### config.mk
export PLATFORM = sky130hd
export DESIGN_NAME = lpsc_lane_ctrl
export DESIGN_NICKNAME = d
export VERILOG_FILES = /design/src/logic/lpsc_lane_ctrl.v
export VERILOG_INCLUDE_DIRS = /design/src /design/src/logic
export SDC_FILE = /design/constraint.sdc
export NUM_CORES = 1
export LEC_CHECK = 0
export BUFFER_PORTS_ARGS = -buffer_cell sky130_fd_sc_hd__buf_2
export CAP_MARGIN = 30
export CORE_MARGIN = 8
export CORE_UTILIZATION = 54
export DETAILED_ROUTE_END_ITERATION = 6
export MAX_ROUTING_LAYER = met4
export PLACE_DENSITY = 0.85
export SLEW_MARGIN = 20
export SYNTH_ARGS = -nofsm -noshare
export SYNTH_HDL_FRONTEND = slang
export SYNTH_SLANG_ARGS = --single-unit
### constraint.sdc
create_clock -name CLK -period 3.3 [get_ports CLK]
set_input_delay 0.33 -clock CLK [delete_from_list [all_inputs] [get_ports CLK]]
set_output_delay 0.33 -clock CLK [all_outputs]
set_load 0.02 [all_outputs]
### src/logic/lpsc_defines.vh
// Constants shared by the link PHY lane state controller.
`ifndef LPSC_DEFINES_VH
`define LPSC_DEFINES_VH

// Register byte addresses.
`define LPSC_ADR_CTRL      8'h00
`define LPSC_ADR_STATUS    8'h04
`define LPSC_CTRL_RESET    32'h0000_0800

// Control register fields.
`define LPSC_C_HPE         0
`define LPSC_C_STE         1
`define LPSC_C_GEN3        2
`define LPSC_C_ACSUP       3
`define LPSC_C_HPSUP       4
`define LPSC_C_OFFREQ      5
`define LPSC_C_SLP         7:6
`define LPSC_C_SLP_DEEP    7
`define LPSC_C_ILS         9:8
`define LPSC_C_WID         12:10
`define LPSC_C_FRQ         15:13

// Status register fields.
`define LPSC_S_STATE       9:0
`define LPSC_S_AC          10
`define LPSC_S_RELOCK      11
`define LPSC_S_DLL         12
`define LPSC_S_COMP        13

// Transmit drive state codes.
`define LPSC_TX_DIFF       3'h0
`define LPSC_TX_GND        3'h1
`define LPSC_TX_ACPROBE    3'h2
`define LPSC_TX_IDLE       3'h3
`define LPSC_TX_HIZ        3'h4

// Receive termination state codes.
`define LPSC_RX_CTAP       2'h0
`define LPSC_RX_DIFF       2'h1
`define LPSC_RX_GNDPROBE   2'h2
`define LPSC_RX_OFF        2'h3

// Lane layout: lane 0 clock, lane 1 control, lanes 2..9 data.
`define LPSC_LANES         10
`define LPSC_PAT_LANES     9
`define LPSC_ILS_WIDE      2'h1

// Link clock edges counted while the receive DLL relocks.
`define LPSC_RELOCK_EDGES  5'h10

`endif

### src/logic/lpsc_lane_ctrl.v
// Link PHY lane state controller with a classic Wishbone register slave.
//
// The Wishbone slave port and the address map were chosen for this implementation.
`timescale 1ns/100ps
`include "lpsc_defines.vh"

// Operation
// Full-active state carries normal link traffic.
// Disconnected uses one of four sleep states.
// Disconnected full-on keeps all lanes active.
// Deeper sleep shuts more circuitry, longer exit.
// Cold reset starts DC; AC detect otherwise.
// Hot-plug off states: ground term, center-tap.
// Without hot-plug, off receiver amplifier disabled.
// First generation tristates only if enabled.
// Non hot-plug transmitters unconstrained before power.
// Hot-plug third generation grounds without power.
// Compensation disabled while PHY powered off.
// DLL relocks on width, deepest, frequency exit.
// DLL relocks when leaving warm reset.
// AC coupling optional; modes freely combinable.
// High-skew sideband devices must support hot-plug.
// Same training pattern for DC and AC.
// Same pattern on every active lane.
// Decoder starts with FIFO write pointer.
// Training patterns bypass the scrambler.
// Per-lane encoded transmit and receive states.
module lpsc_lane_ctrl (
    // Clock and reset
    input  wire        CLK,
    input  wire        RST_N,
    // Wishbone slave
    input  wire        WB_CYC_I,
    input  wire        WB_STB_I,
    input  wire        WB_WE_I,
    input  wire [7:0]  WB_ADR_I,
    input  wire [3:0]  WB_SEL_I,
    input  wire [31:0] WB_DAT_I,
    output reg  [31:0] WB_DAT_O,
    output reg         WB_ACK_O,
    // Sideband and link pins
    input  wire        POWER_GOOD,
    input  wire        LINK_STOP_N,
    input  wire        LINK_RESET_N,
    input  wire        LINK_CLK,
    input  wire        DC_COUPLED,
    // Training pattern and receiver start
    input  wire [9:0]  TRAIN_SYMBOL,
    input  wire        TRAIN_VALID,
    input  wire        FIFO_WR_START,
    // Lane and PHY controls
    output reg  [29:0] TX_LANE_STATE,
    output reg  [19:0] RX_LANE_STATE,
    output reg  [89:0] TRAIN_LANE_DATA,
    output reg         SCRAMBLE_BYPASS,
    output reg         DECODER_START,
    output reg         DLL_ENABLE,
    output reg         DLL_RELOCK,
    output reg         COMP_ENABLE
);

    localparam [9:0] ST_NOPWR  = 10'h001;
    localparam [9:0] ST_COLD   = 10'h002;
    localparam [9:0] ST_ACDET  = 10'h004;
    localparam [9:0] ST_WARM   = 10'h008;
    localparam [9:0] ST_ACTIVE = 10'h010;
    localparam [9:0] ST_LS0    = 10'h020;
    localparam [9:0] ST_LS1    = 10'h040;
    localparam [9:0] ST_LS2    = 10'h080;
    localparam [9:0] ST_LS3    = 10'h100;
    localparam [9:0] ST_OFF    = 10'h200;

    reg  [31:0] ctrl_q;
    reg  [9:0]  state_q;
    reg  [9:0]  state_d;
    reg         ac_q;
    reg         ac_d;
    reg  [4:0]  sync1_q;
    reg  [4:0]  sync2_q;
    reg         lclk_prev_q;
    reg  [2:0]  wid_entry_q;
    reg  [2:0]  frq_entry_q;
    reg         relock_req;
    reg  [4:0]  relock_cnt_q;
    wire        pg_s;
    wire        stop_n_s;
    wire        rst_n_s;
    wire        lclk_s;
    wire        dc_s;
    wire        lclk_rise;
    wire        wb_req;
    wire        sleeping;
    wire [8:0]  pat_active;

    // Two-stage synchronisers for every pin from outside the clock domain.
    always @(posedge CLK or negedge RST_N) begin
        if (!RST_N) begin
            sync1_q <= 5'h00;
            sync2_q <= 5'h00;
        end else begin
            sync1_q <= {DC_COUPLED, LINK_CLK, LINK_RESET_N, LINK_STOP_N,
                        POWER_GOOD};
            sync2_q <= sync1_q;
        end
    end

    assign pg_s     = sync2_q[0];
    assign stop_n_s = sync2_q[1];
    assign rst_n_s  = sync2_q[2];
    assign lclk_s   = sync2_q[3];
    assign dc_s     = sync2_q[4];
    assign lclk_rise = lclk_s & ~lclk_prev_q;
    assign sleeping = |(state_q & (ST_LS0 | ST_LS1 | ST_LS2 | ST_LS3));

    // Transmit drive state for one lane in one PHY state.
    function [2:0] tx_code;
        input [9:0] st;
        input       is_clk;
        input       ac;
        input [31:0] c;
        begin
            case (st)
                ST_NOPWR:
                    if (ac || (c[`LPSC_C_GEN3] &&
                               (c[`LPSC_C_HPSUP] || c[`LPSC_C_ACSUP])))
                        tx_code = `LPSC_TX_GND;
                    else
                        tx_code = `LPSC_TX_HIZ;
                ST_ACDET: tx_code = `LPSC_TX_ACPROBE;
                ST_WARM:
                    tx_code = (ac && !is_clk) ? `LPSC_TX_IDLE
                                              : `LPSC_TX_DIFF;
                ST_LS1, ST_LS2:
                    if (is_clk && st == ST_LS1)
                        tx_code = `LPSC_TX_DIFF;
                    else if (ac || c[`LPSC_C_GEN3])
                        tx_code = `LPSC_TX_IDLE;
                    else if (c[`LPSC_C_STE])
                        tx_code = `LPSC_TX_HIZ;
                    else
                        tx_code = `LPSC_TX_DIFF;
                ST_LS3, ST_OFF:
                    if (c[`LPSC_C_HPE] || ac)
                        tx_code = `LPSC_TX_GND;
                    else
                        tx_code = `LPSC_TX_HIZ;
                default: tx_code = `LPSC_TX_DIFF;
            endcase
        end
    endfunction

    // Receive termination state in one PHY state.
    function [1:0] rx_code;
        input [9:0] st;
        input       ac;
        input       hpe;
        begin
            case (st)
                ST_NOPWR: rx_code = `LPSC_RX_OFF;
                ST_COLD:  rx_code = `LPSC_RX_GNDPROBE;
                ST_ACDET: rx_code = `LPSC_RX_CTAP;
                ST_LS3, ST_OFF:
                    if (hpe)
                        rx_code = `LPSC_RX_CTAP;
                    else
                        rx_code = `LPSC_RX_OFF;
                default:
                    rx_code = ac ? `LPSC_RX_CTAP : `LPSC_RX_DIFF;
            endcase
        end
    endfunction

    // Next PHY state from the synchronised sideband signals.
    always @* begin
        state_d = state_q;
        ac_d    = ac_q;
        if (!pg_s) begin
            state_d = ST_NOPWR;
            ac_d    = 1'b0;
        end else begin
            case (state_q)
                ST_NOPWR: begin
                    state_d = ST_COLD;
                    ac_d    = 1'b0;
                end
                ST_COLD:
                    if (!dc_s) begin
                        if (ctrl_q[`LPSC_C_ACSUP]) begin
                            state_d = ST_ACDET;
                            ac_d    = 1'b1;
                        end else begin
                            state_d = ST_OFF;
                        end
                    end else if (rst_n_s) begin
                        state_d = ST_ACTIVE;
                    end
                ST_ACDET:
                    if (rst_n_s)
                        state_d = ST_ACTIVE;
                ST_WARM:
                    if (rst_n_s)
                        state_d = ST_ACTIVE;
                ST_ACTIVE, ST_LS0, ST_LS1, ST_LS2, ST_LS3:
                    if (!rst_n_s)
                        state_d = ST_WARM;
                    else if (ctrl_q[`LPSC_C_OFFREQ])
                        state_d = ST_OFF;
                    else if (stop_n_s)
                        state_d = ST_ACTIVE;
                    else if (state_q == ST_ACTIVE)
                        case (ctrl_q[`LPSC_C_SLP])
                            2'h0: state_d = ST_LS0;
                            2'h1: state_d = ST_LS1;
                            2'h2: state_d = ST_LS2;
                            default: state_d = ST_LS3;
                        endcase
                ST_OFF:
                    if (!ctrl_q[`LPSC_C_OFFREQ] && stop_n_s)
                        state_d = rst_n_s ? ST_ACTIVE : ST_WARM;
                default: state_d = ST_NOPWR;
            endcase
        end
    end

    // Relock causes seen when the link leaves a stop or a reset.
    always @* begin
        relock_req = 1'b0;
        if (state_q == ST_WARM && state_d == ST_ACTIVE)
            relock_req = 1'b1;
        if ((sleeping || state_q == ST_OFF) && state_d == ST_ACTIVE) begin
            if (state_q == ST_LS3 || state_q == ST_OFF)
                relock_req = 1'b1;
            if (ctrl_q[`LPSC_C_WID] > wid_entry_q &&
                ctrl_q[`LPSC_C_ILS] == `LPSC_ILS_WIDE)
                relock_req = 1'b1;
            if (ctrl_q[`LPSC_C_FRQ] != frq_entry_q)
                relock_req = 1'b1;
            // Hot-plug links with a deep sleep select relock on every
            // stop exit, so that skewed sideband pins are tolerated.
            if (ctrl_q[`LPSC_C_HPE] && ctrl_q[`LPSC_C_SLP_DEEP])
                relock_req = 1'b1;
        end
    end

    // PHY state, entry snapshots and DLL relock window.
    always @(posedge CLK or negedge RST_N) begin
        if (!RST_N) begin
            state_q      <= ST_NOPWR;
            ac_q         <= 1'b0;
            lclk_prev_q  <= 1'b0;
            wid_entry_q  <= 3'h0;
            frq_entry_q  <= 3'h0;
            relock_cnt_q <= 5'h00;
        end else begin
            state_q     <= state_d;
            ac_q        <= ac_d;
            lclk_prev_q <= lclk_s;
            if (state_q == ST_ACTIVE && state_d != ST_ACTIVE) begin
                wid_entry_q <= ctrl_q[`LPSC_C_WID];
                frq_entry_q <= ctrl_q[`LPSC_C_FRQ];
            end
            if (relock_req)
                relock_cnt_q <= `LPSC_RELOCK_EDGES;
            else if (state_q != ST_ACTIVE)
                relock_cnt_q <= 5'h00;
            else if (lclk_rise && relock_cnt_q != 5'h00)
                relock_cnt_q <= relock_cnt_q - 5'h01;
        end
    end

    // Active pattern lanes: control plus the data lanes of the width.
    genvar g;
    generate
        for (g = 0; g < `LPSC_PAT_LANES; g = g + 1) begin : g_act
            if (g == 0) begin : g_ctl
                assign pat_active[g] = 1'b1;
            end else begin : g_cad
                assign pat_active[g] =
                    (g - 1) < (2 << ctrl_q[`LPSC_C_WID]);
            end
        end
    endgenerate

    // Registered lane states and replicated training data.
    generate
        for (g = 0; g < `LPSC_LANES; g = g + 1) begin : g_lane
            always @(posedge CLK or negedge RST_N) begin
                if (!RST_N) begin
                    TX_LANE_STATE[3*g +: 3] <= `LPSC_TX_HIZ;
                    RX_LANE_STATE[2*g +: 2] <= `LPSC_RX_OFF;
                end else begin
                    TX_LANE_STATE[3*g +: 3] <=
                        tx_code(state_q, g == 0, ac_q, ctrl_q);
                    RX_LANE_STATE[2*g +: 2] <=
                        rx_code(state_q, ac_q,
                                ctrl_q[`LPSC_C_HPE]);
                end
            end
        end
        for (g = 0; g < `LPSC_PAT_LANES; g = g + 1) begin : g_pat
            always @(posedge CLK or negedge RST_N) begin
                if (!RST_N)
                    TRAIN_LANE_DATA[10*g +: 10] <= 10'h000;
                else if (TRAIN_VALID && pat_active[g] &&
                         state_q == ST_ACTIVE)
                    TRAIN_LANE_DATA[10*g +: 10] <= TRAIN_SYMBOL;
                else
                    TRAIN_LANE_DATA[10*g +: 10] <= 10'h000;
            end
        end
    endgenerate

    // Coupling does not alter the pattern; it goes out unscrambled.
    always @(posedge CLK or negedge RST_N) begin
        if (!RST_N) begin
            SCRAMBLE_BYPASS <= 1'b0;
            DECODER_START   <= 1'b0;
            DLL_ENABLE      <= 1'b0;
            DLL_RELOCK      <= 1'b0;
            COMP_ENABLE     <= 1'b0;
        end else begin
            SCRAMBLE_BYPASS <= TRAIN_VALID &&
                               state_q == ST_ACTIVE;
            DECODER_START   <= FIFO_WR_START;
            DLL_ENABLE      <= ~|(state_d & (ST_NOPWR | ST_LS3 |
                                             ST_OFF));
            DLL_RELOCK      <= relock_req ||
                               (relock_cnt_q != 5'h00 &&
                                !(lclk_rise &&
                                  relock_cnt_q == 5'h01));
            COMP_ENABLE     <= ~|(state_d & (ST_NOPWR |
                                             ST_OFF));
        end
    end

    // Wishbone classic slave: one wait state, ack for one cycle.
    assign wb_req = WB_CYC_I & WB_STB_I & ~WB_ACK_O;

    always @(posedge CLK or negedge RST_N) begin : p_wb
        integer b;
        if (!RST_N) begin
            ctrl_q   <= `LPSC_CTRL_RESET;
            WB_ACK_O <= 1'b0;
            WB_DAT_O <= 32'h0000_0000;
        end else begin
            WB_ACK_O <= wb_req;
            if (wb_req && WB_WE_I && WB_ADR_I == `LPSC_ADR_CTRL) begin
                for (b = 0; b < 4; b = b + 1)
                    if (WB_SEL_I[b])
                        ctrl_q[8*b +: 8] <= WB_DAT_I[8*b +: 8];
            end
            if (wb_req && !WB_WE_I) begin
                case (WB_ADR_I)
                    `LPSC_ADR_CTRL:   WB_DAT_O <= ctrl_q;
                    `LPSC_ADR_STATUS: begin
                        WB_DAT_O <= 32'h0000_0000;
                        WB_DAT_O[`LPSC_S_STATE]  <= state_q;
                        WB_DAT_O[`LPSC_S_AC]     <= ac_q;
                        WB_DAT_O[`LPSC_S_RELOCK] <= DLL_RELOCK;
                        WB_DAT_O[`LPSC_S_DLL]    <= DLL_ENABLE;
                        WB_DAT_O[`LPSC_S_COMP]   <= COMP_ENABLE;
                    end
                    default: WB_DAT_O <= 32'h0000_0000;
                endcase
            end
        end
    end

endmodule // lpsc_lane_ctrl

==> results.json <==
{
  "status": "finished clean",
  "reg2reg_depth": 5,
  "maxSlewHeadroom_pct": 38.30,
  "worstPathRequired_ns": 3.65,
  "port_buffers": 243,
  "syn_nets": 680,
  "final_common_cell": "buf_2",
  "cts_setup_buffers": 0,
  "synth_area_um2": 7310,
  "cts-resized-gates": 0,
  "max_cap_viol_count": 0,
  "cts_tree": "built",
  "antenna_found_initial": 0,
  "layout_common_cells": "buf_2, dfrtp_1, and2_1, mux2_2, nand2_1",
  "synth-edff-count": 0,
  "r2r_slack_ns": 0.69,
  "insertion_delay_ns": 0.42,
  "fillers": 1040,
  "rows": 42,
  "crit_family": "simple AND/OR/NAND/NOR gates",
  "yosys_warnings": 0,
  "grt_pass1_wl_um": 28010,
  "diodes": 0,
  "fp.dieW_um": 132.3,
  "io_pins": 244,
  "ant_nets": 0,
  "rsz0062_at_grt": "false",
  "rr_endpoint": "WB_DAT_O[23]$_DFFE_PN0P_",
  "finalSetupTns_ns": 0,
  "first_pass_iters": 5,
  "gr-usage-all-layers_pct": 20.73,
  "cp_max_fo": 33,
  "dpl.hpwl_um": 12900,
  "powerDensity_nw_per_um2": 555.8,
  "total_power_uw": 4855,
  "worstSetupEndpointType": "flop",
  "start_util_pct": 55.20,
  "synthCells": 608,
  "crit_arrival_ns": 2.97,
  "vias": 5029,
  "cts.sinks": 171,
  "coreArea_um2": 13240,
  "cts_root_buffer": "clkbuf_16",
  "worst_slew_pin_slew_ns": 0.9177,
  "final-hold-violation-count": 0,
  "fin_worst_skew_ns": 0.007124,
  "ys_top_cells_by_area": "dfrtp_1, buf_4, mux2_2, and2_1, dfstp_2",
  "hold_start": "LINK_STOP_N",
  "synth_top_area_share_pct": 56.49,
  "yosysSeqAreaShare_pct": 58.64,
  "cts_buffers": 17,
  "max_stage_delay_ns": 0.69,
  "hp-class": "in2reg",
  "cts.path.max_buffers": 2,
  "die_area_um2": 17520,
  "grt_util_met1_pct": 24.70,
  "avgSynthCellArea_um2": 12.02,
  "period_needed_ns": 2.614,
  "setup_viol": 0,
  "wl_per_cell_um": 18.10,
  "drc_errors": 0,
  "grt_pass1_vias": 5210,
  "ys.flop_type": "dfrtp_1",
  "power.leakage_uw": 0.004873,
  "drive_above_1_share_pct": 41.39,
  "syn_to_final_growth_pct": 19.50,
  "die_height_um": 132.3,
  "grt_max_degree": 84,
  "fin_crit_sh_pct": 79.22,
  "cp-start-kind": "flop",
  "overflow": 0,
  "async_reset_ff_share_pct": 100.0,
  "drt-initial-drc-count": 285,
  "globalplace.congestion": 0.9206,
  "ys_types": 59,
  "cp_cell_sequence": "nand3b_1 -> or2_2 -> nand2b_1 -> nor2_2 -> a22o_1",
  "yosysTopAreaCell": "dfrtp_1",
  "drt-total-wl_um": 17490,
  "rr_startpoint": "WB_ACK_O$_DFF_PN0_",
  "setup.worst_path.class": "reg2reg",
  "hold_depth": 1,
  "nets": 849,
  "grt-busiest-layer": "met2",
  "critPathBufInv": 0,
  "min_delay_worst_endpoint": "sync1_q[1]$_DFF_PN0_",
  "clock.fmax_mhz": 382.5,
  "use_met2_pct": 32.13,
  "grt_use_met3_pct": 6.250,
  "slew_viol_final": 0,
  "viasPerCell": 5.206,
  "ir_drop_mv": 0.3187,
  "crit_slowest_cell": "nor2_2",
  "synth-seq-cells": 171,
  "clkTransAtPathRegs_ns": 0.06,
  "htreeDepth": 4
}
## report_power, final
| group | internal [uW] | switching, uW |
|---|---|---|
| combinational | 221 | 462 |
| sequential | 2170 | 70.5 |
| clock | 1170 | 758 |
## logic make-up after synthesis
group                    synth area share [%]
AND/OR/NAND/NOR                         14.34
flip-flops                              58.64
buffers and inverters                   9.740
AO/OA/AOI/OAI                           7.138
multiplexers                            8.028
XOR/XNOR                                1.078
adder cells (fa/ha/maj)                 1.027
## through the flow
step	worst slack, ns	instance area, um2	util [%]	std cells	hold WS [ns]
after global placement	0.7552	8109	61.23	929	0.3340
final	0.6858	8735	65.96	966	0.01918
after CTS	0.6507	8735	65.96	966	0.001083
after global routing	0.4947	8735	65.96	966	0.006786
after floorplan	1.196	7310	-	608	0.03441
after detailed placement	0.6595	8109	61.23	929	0.3347
## state kept, by name (all words and copies together) (netlist names)
| signal | count |
|---|---|
| TX_LANE_STATE | 6 |
| DECODER_START | 1 |
| RX_LANE_STATE | 2 |
| relock_cnt_q | 5 |
| frq_entry_q | 3 |
| state_q | 10 |
| ctrl_q | 32 |
| sync1_q | 5 |
| lclk_prev_q | 1 |
| DLL_RELOCK | 1 |
| COMP_ENABLE | 1 |
| WB_DAT_O | 32 |
| TRAIN_LANE_DATA | 60 |
| sync2_q | 5 |
| WB_ACK_O | 1 |
| DLL_ENABLE | 1 |
| wid_entry_q | 3 |
| SCRAMBLE_BYPASS | 1 |
| ac_q | 1 |
## area by class of cell
cell class | instances | area (um2) | area share [%]
clock inverter | 6 | 86.33 | 0.9884
sequential | 171 | 4287 | 49.08
multi-input combinational | 327 | 2311 | 26.46
clock buffer | 26 | 489.2 | 5.601
inverter | 9 | 33.78 | 0.3868
tap | 176 | 220.2 | 2.521
timing repair buffer | 251 | 1308 | 14.97
## metal layers
metal,share of wire (%),wire length [um]
met4,2.3,399
met2,49,8499
met1,41,7191
met3,8.0,1397
met5,0,0
## synthesized netlist by cell type (all sizes together) (3+ instances only)
master and instances:
dfrtp 165, buf 84, and2 42, mux2 38
nand2 31, nor2 27, o21ai 24, and3 21
a22o 18, clkbuf 17, mux2i 14, a21oi 10
inv 9, nand3b 8, nor2b 8, nor3 8
nand3 7, xor2 7, dfstp 6, ha 6
nand2b 5, nand4 5, nor4 5, or3 5
a31oi 4, o211ai 4, or2 4, o31ai 3
## worst max path at each step
stage                                    start                    endpoint  slack, ns  cells past startpoint
final                       WB_ACK_O$_DFF_PN0_    WB_DAT_O[23]$_DFFE_PN0P_       0.69                      5
after global routing        WB_ACK_O$_DFF_PN0_    WB_DAT_O[27]$_DFFE_PN0P_       0.49                      5
after CTS                   WB_ACK_O$_DFF_PN0_    WB_DAT_O[26]$_DFFE_PN0P_       0.65                      5
after detailed placement           WB_ADR_I[5]    WB_DAT_O[22]$_DFFE_PN0P_       0.66                      6
after global placement             WB_ADR_I[5]    WB_DAT_O[17]$_DFFE_PN0P_       0.76                      6
after floorplan           state_q[3]$_DFF_PN0_  frq_entry_q[0]$_DFFE_PN0P_       1.20                      7
## timing repair
item                                    CTS  global route
endpoints found under the hold margin    78             0
endpoints found under the setup margin    0             0
hold buffers                              5             0
Power figures use the tool's default switching activity.
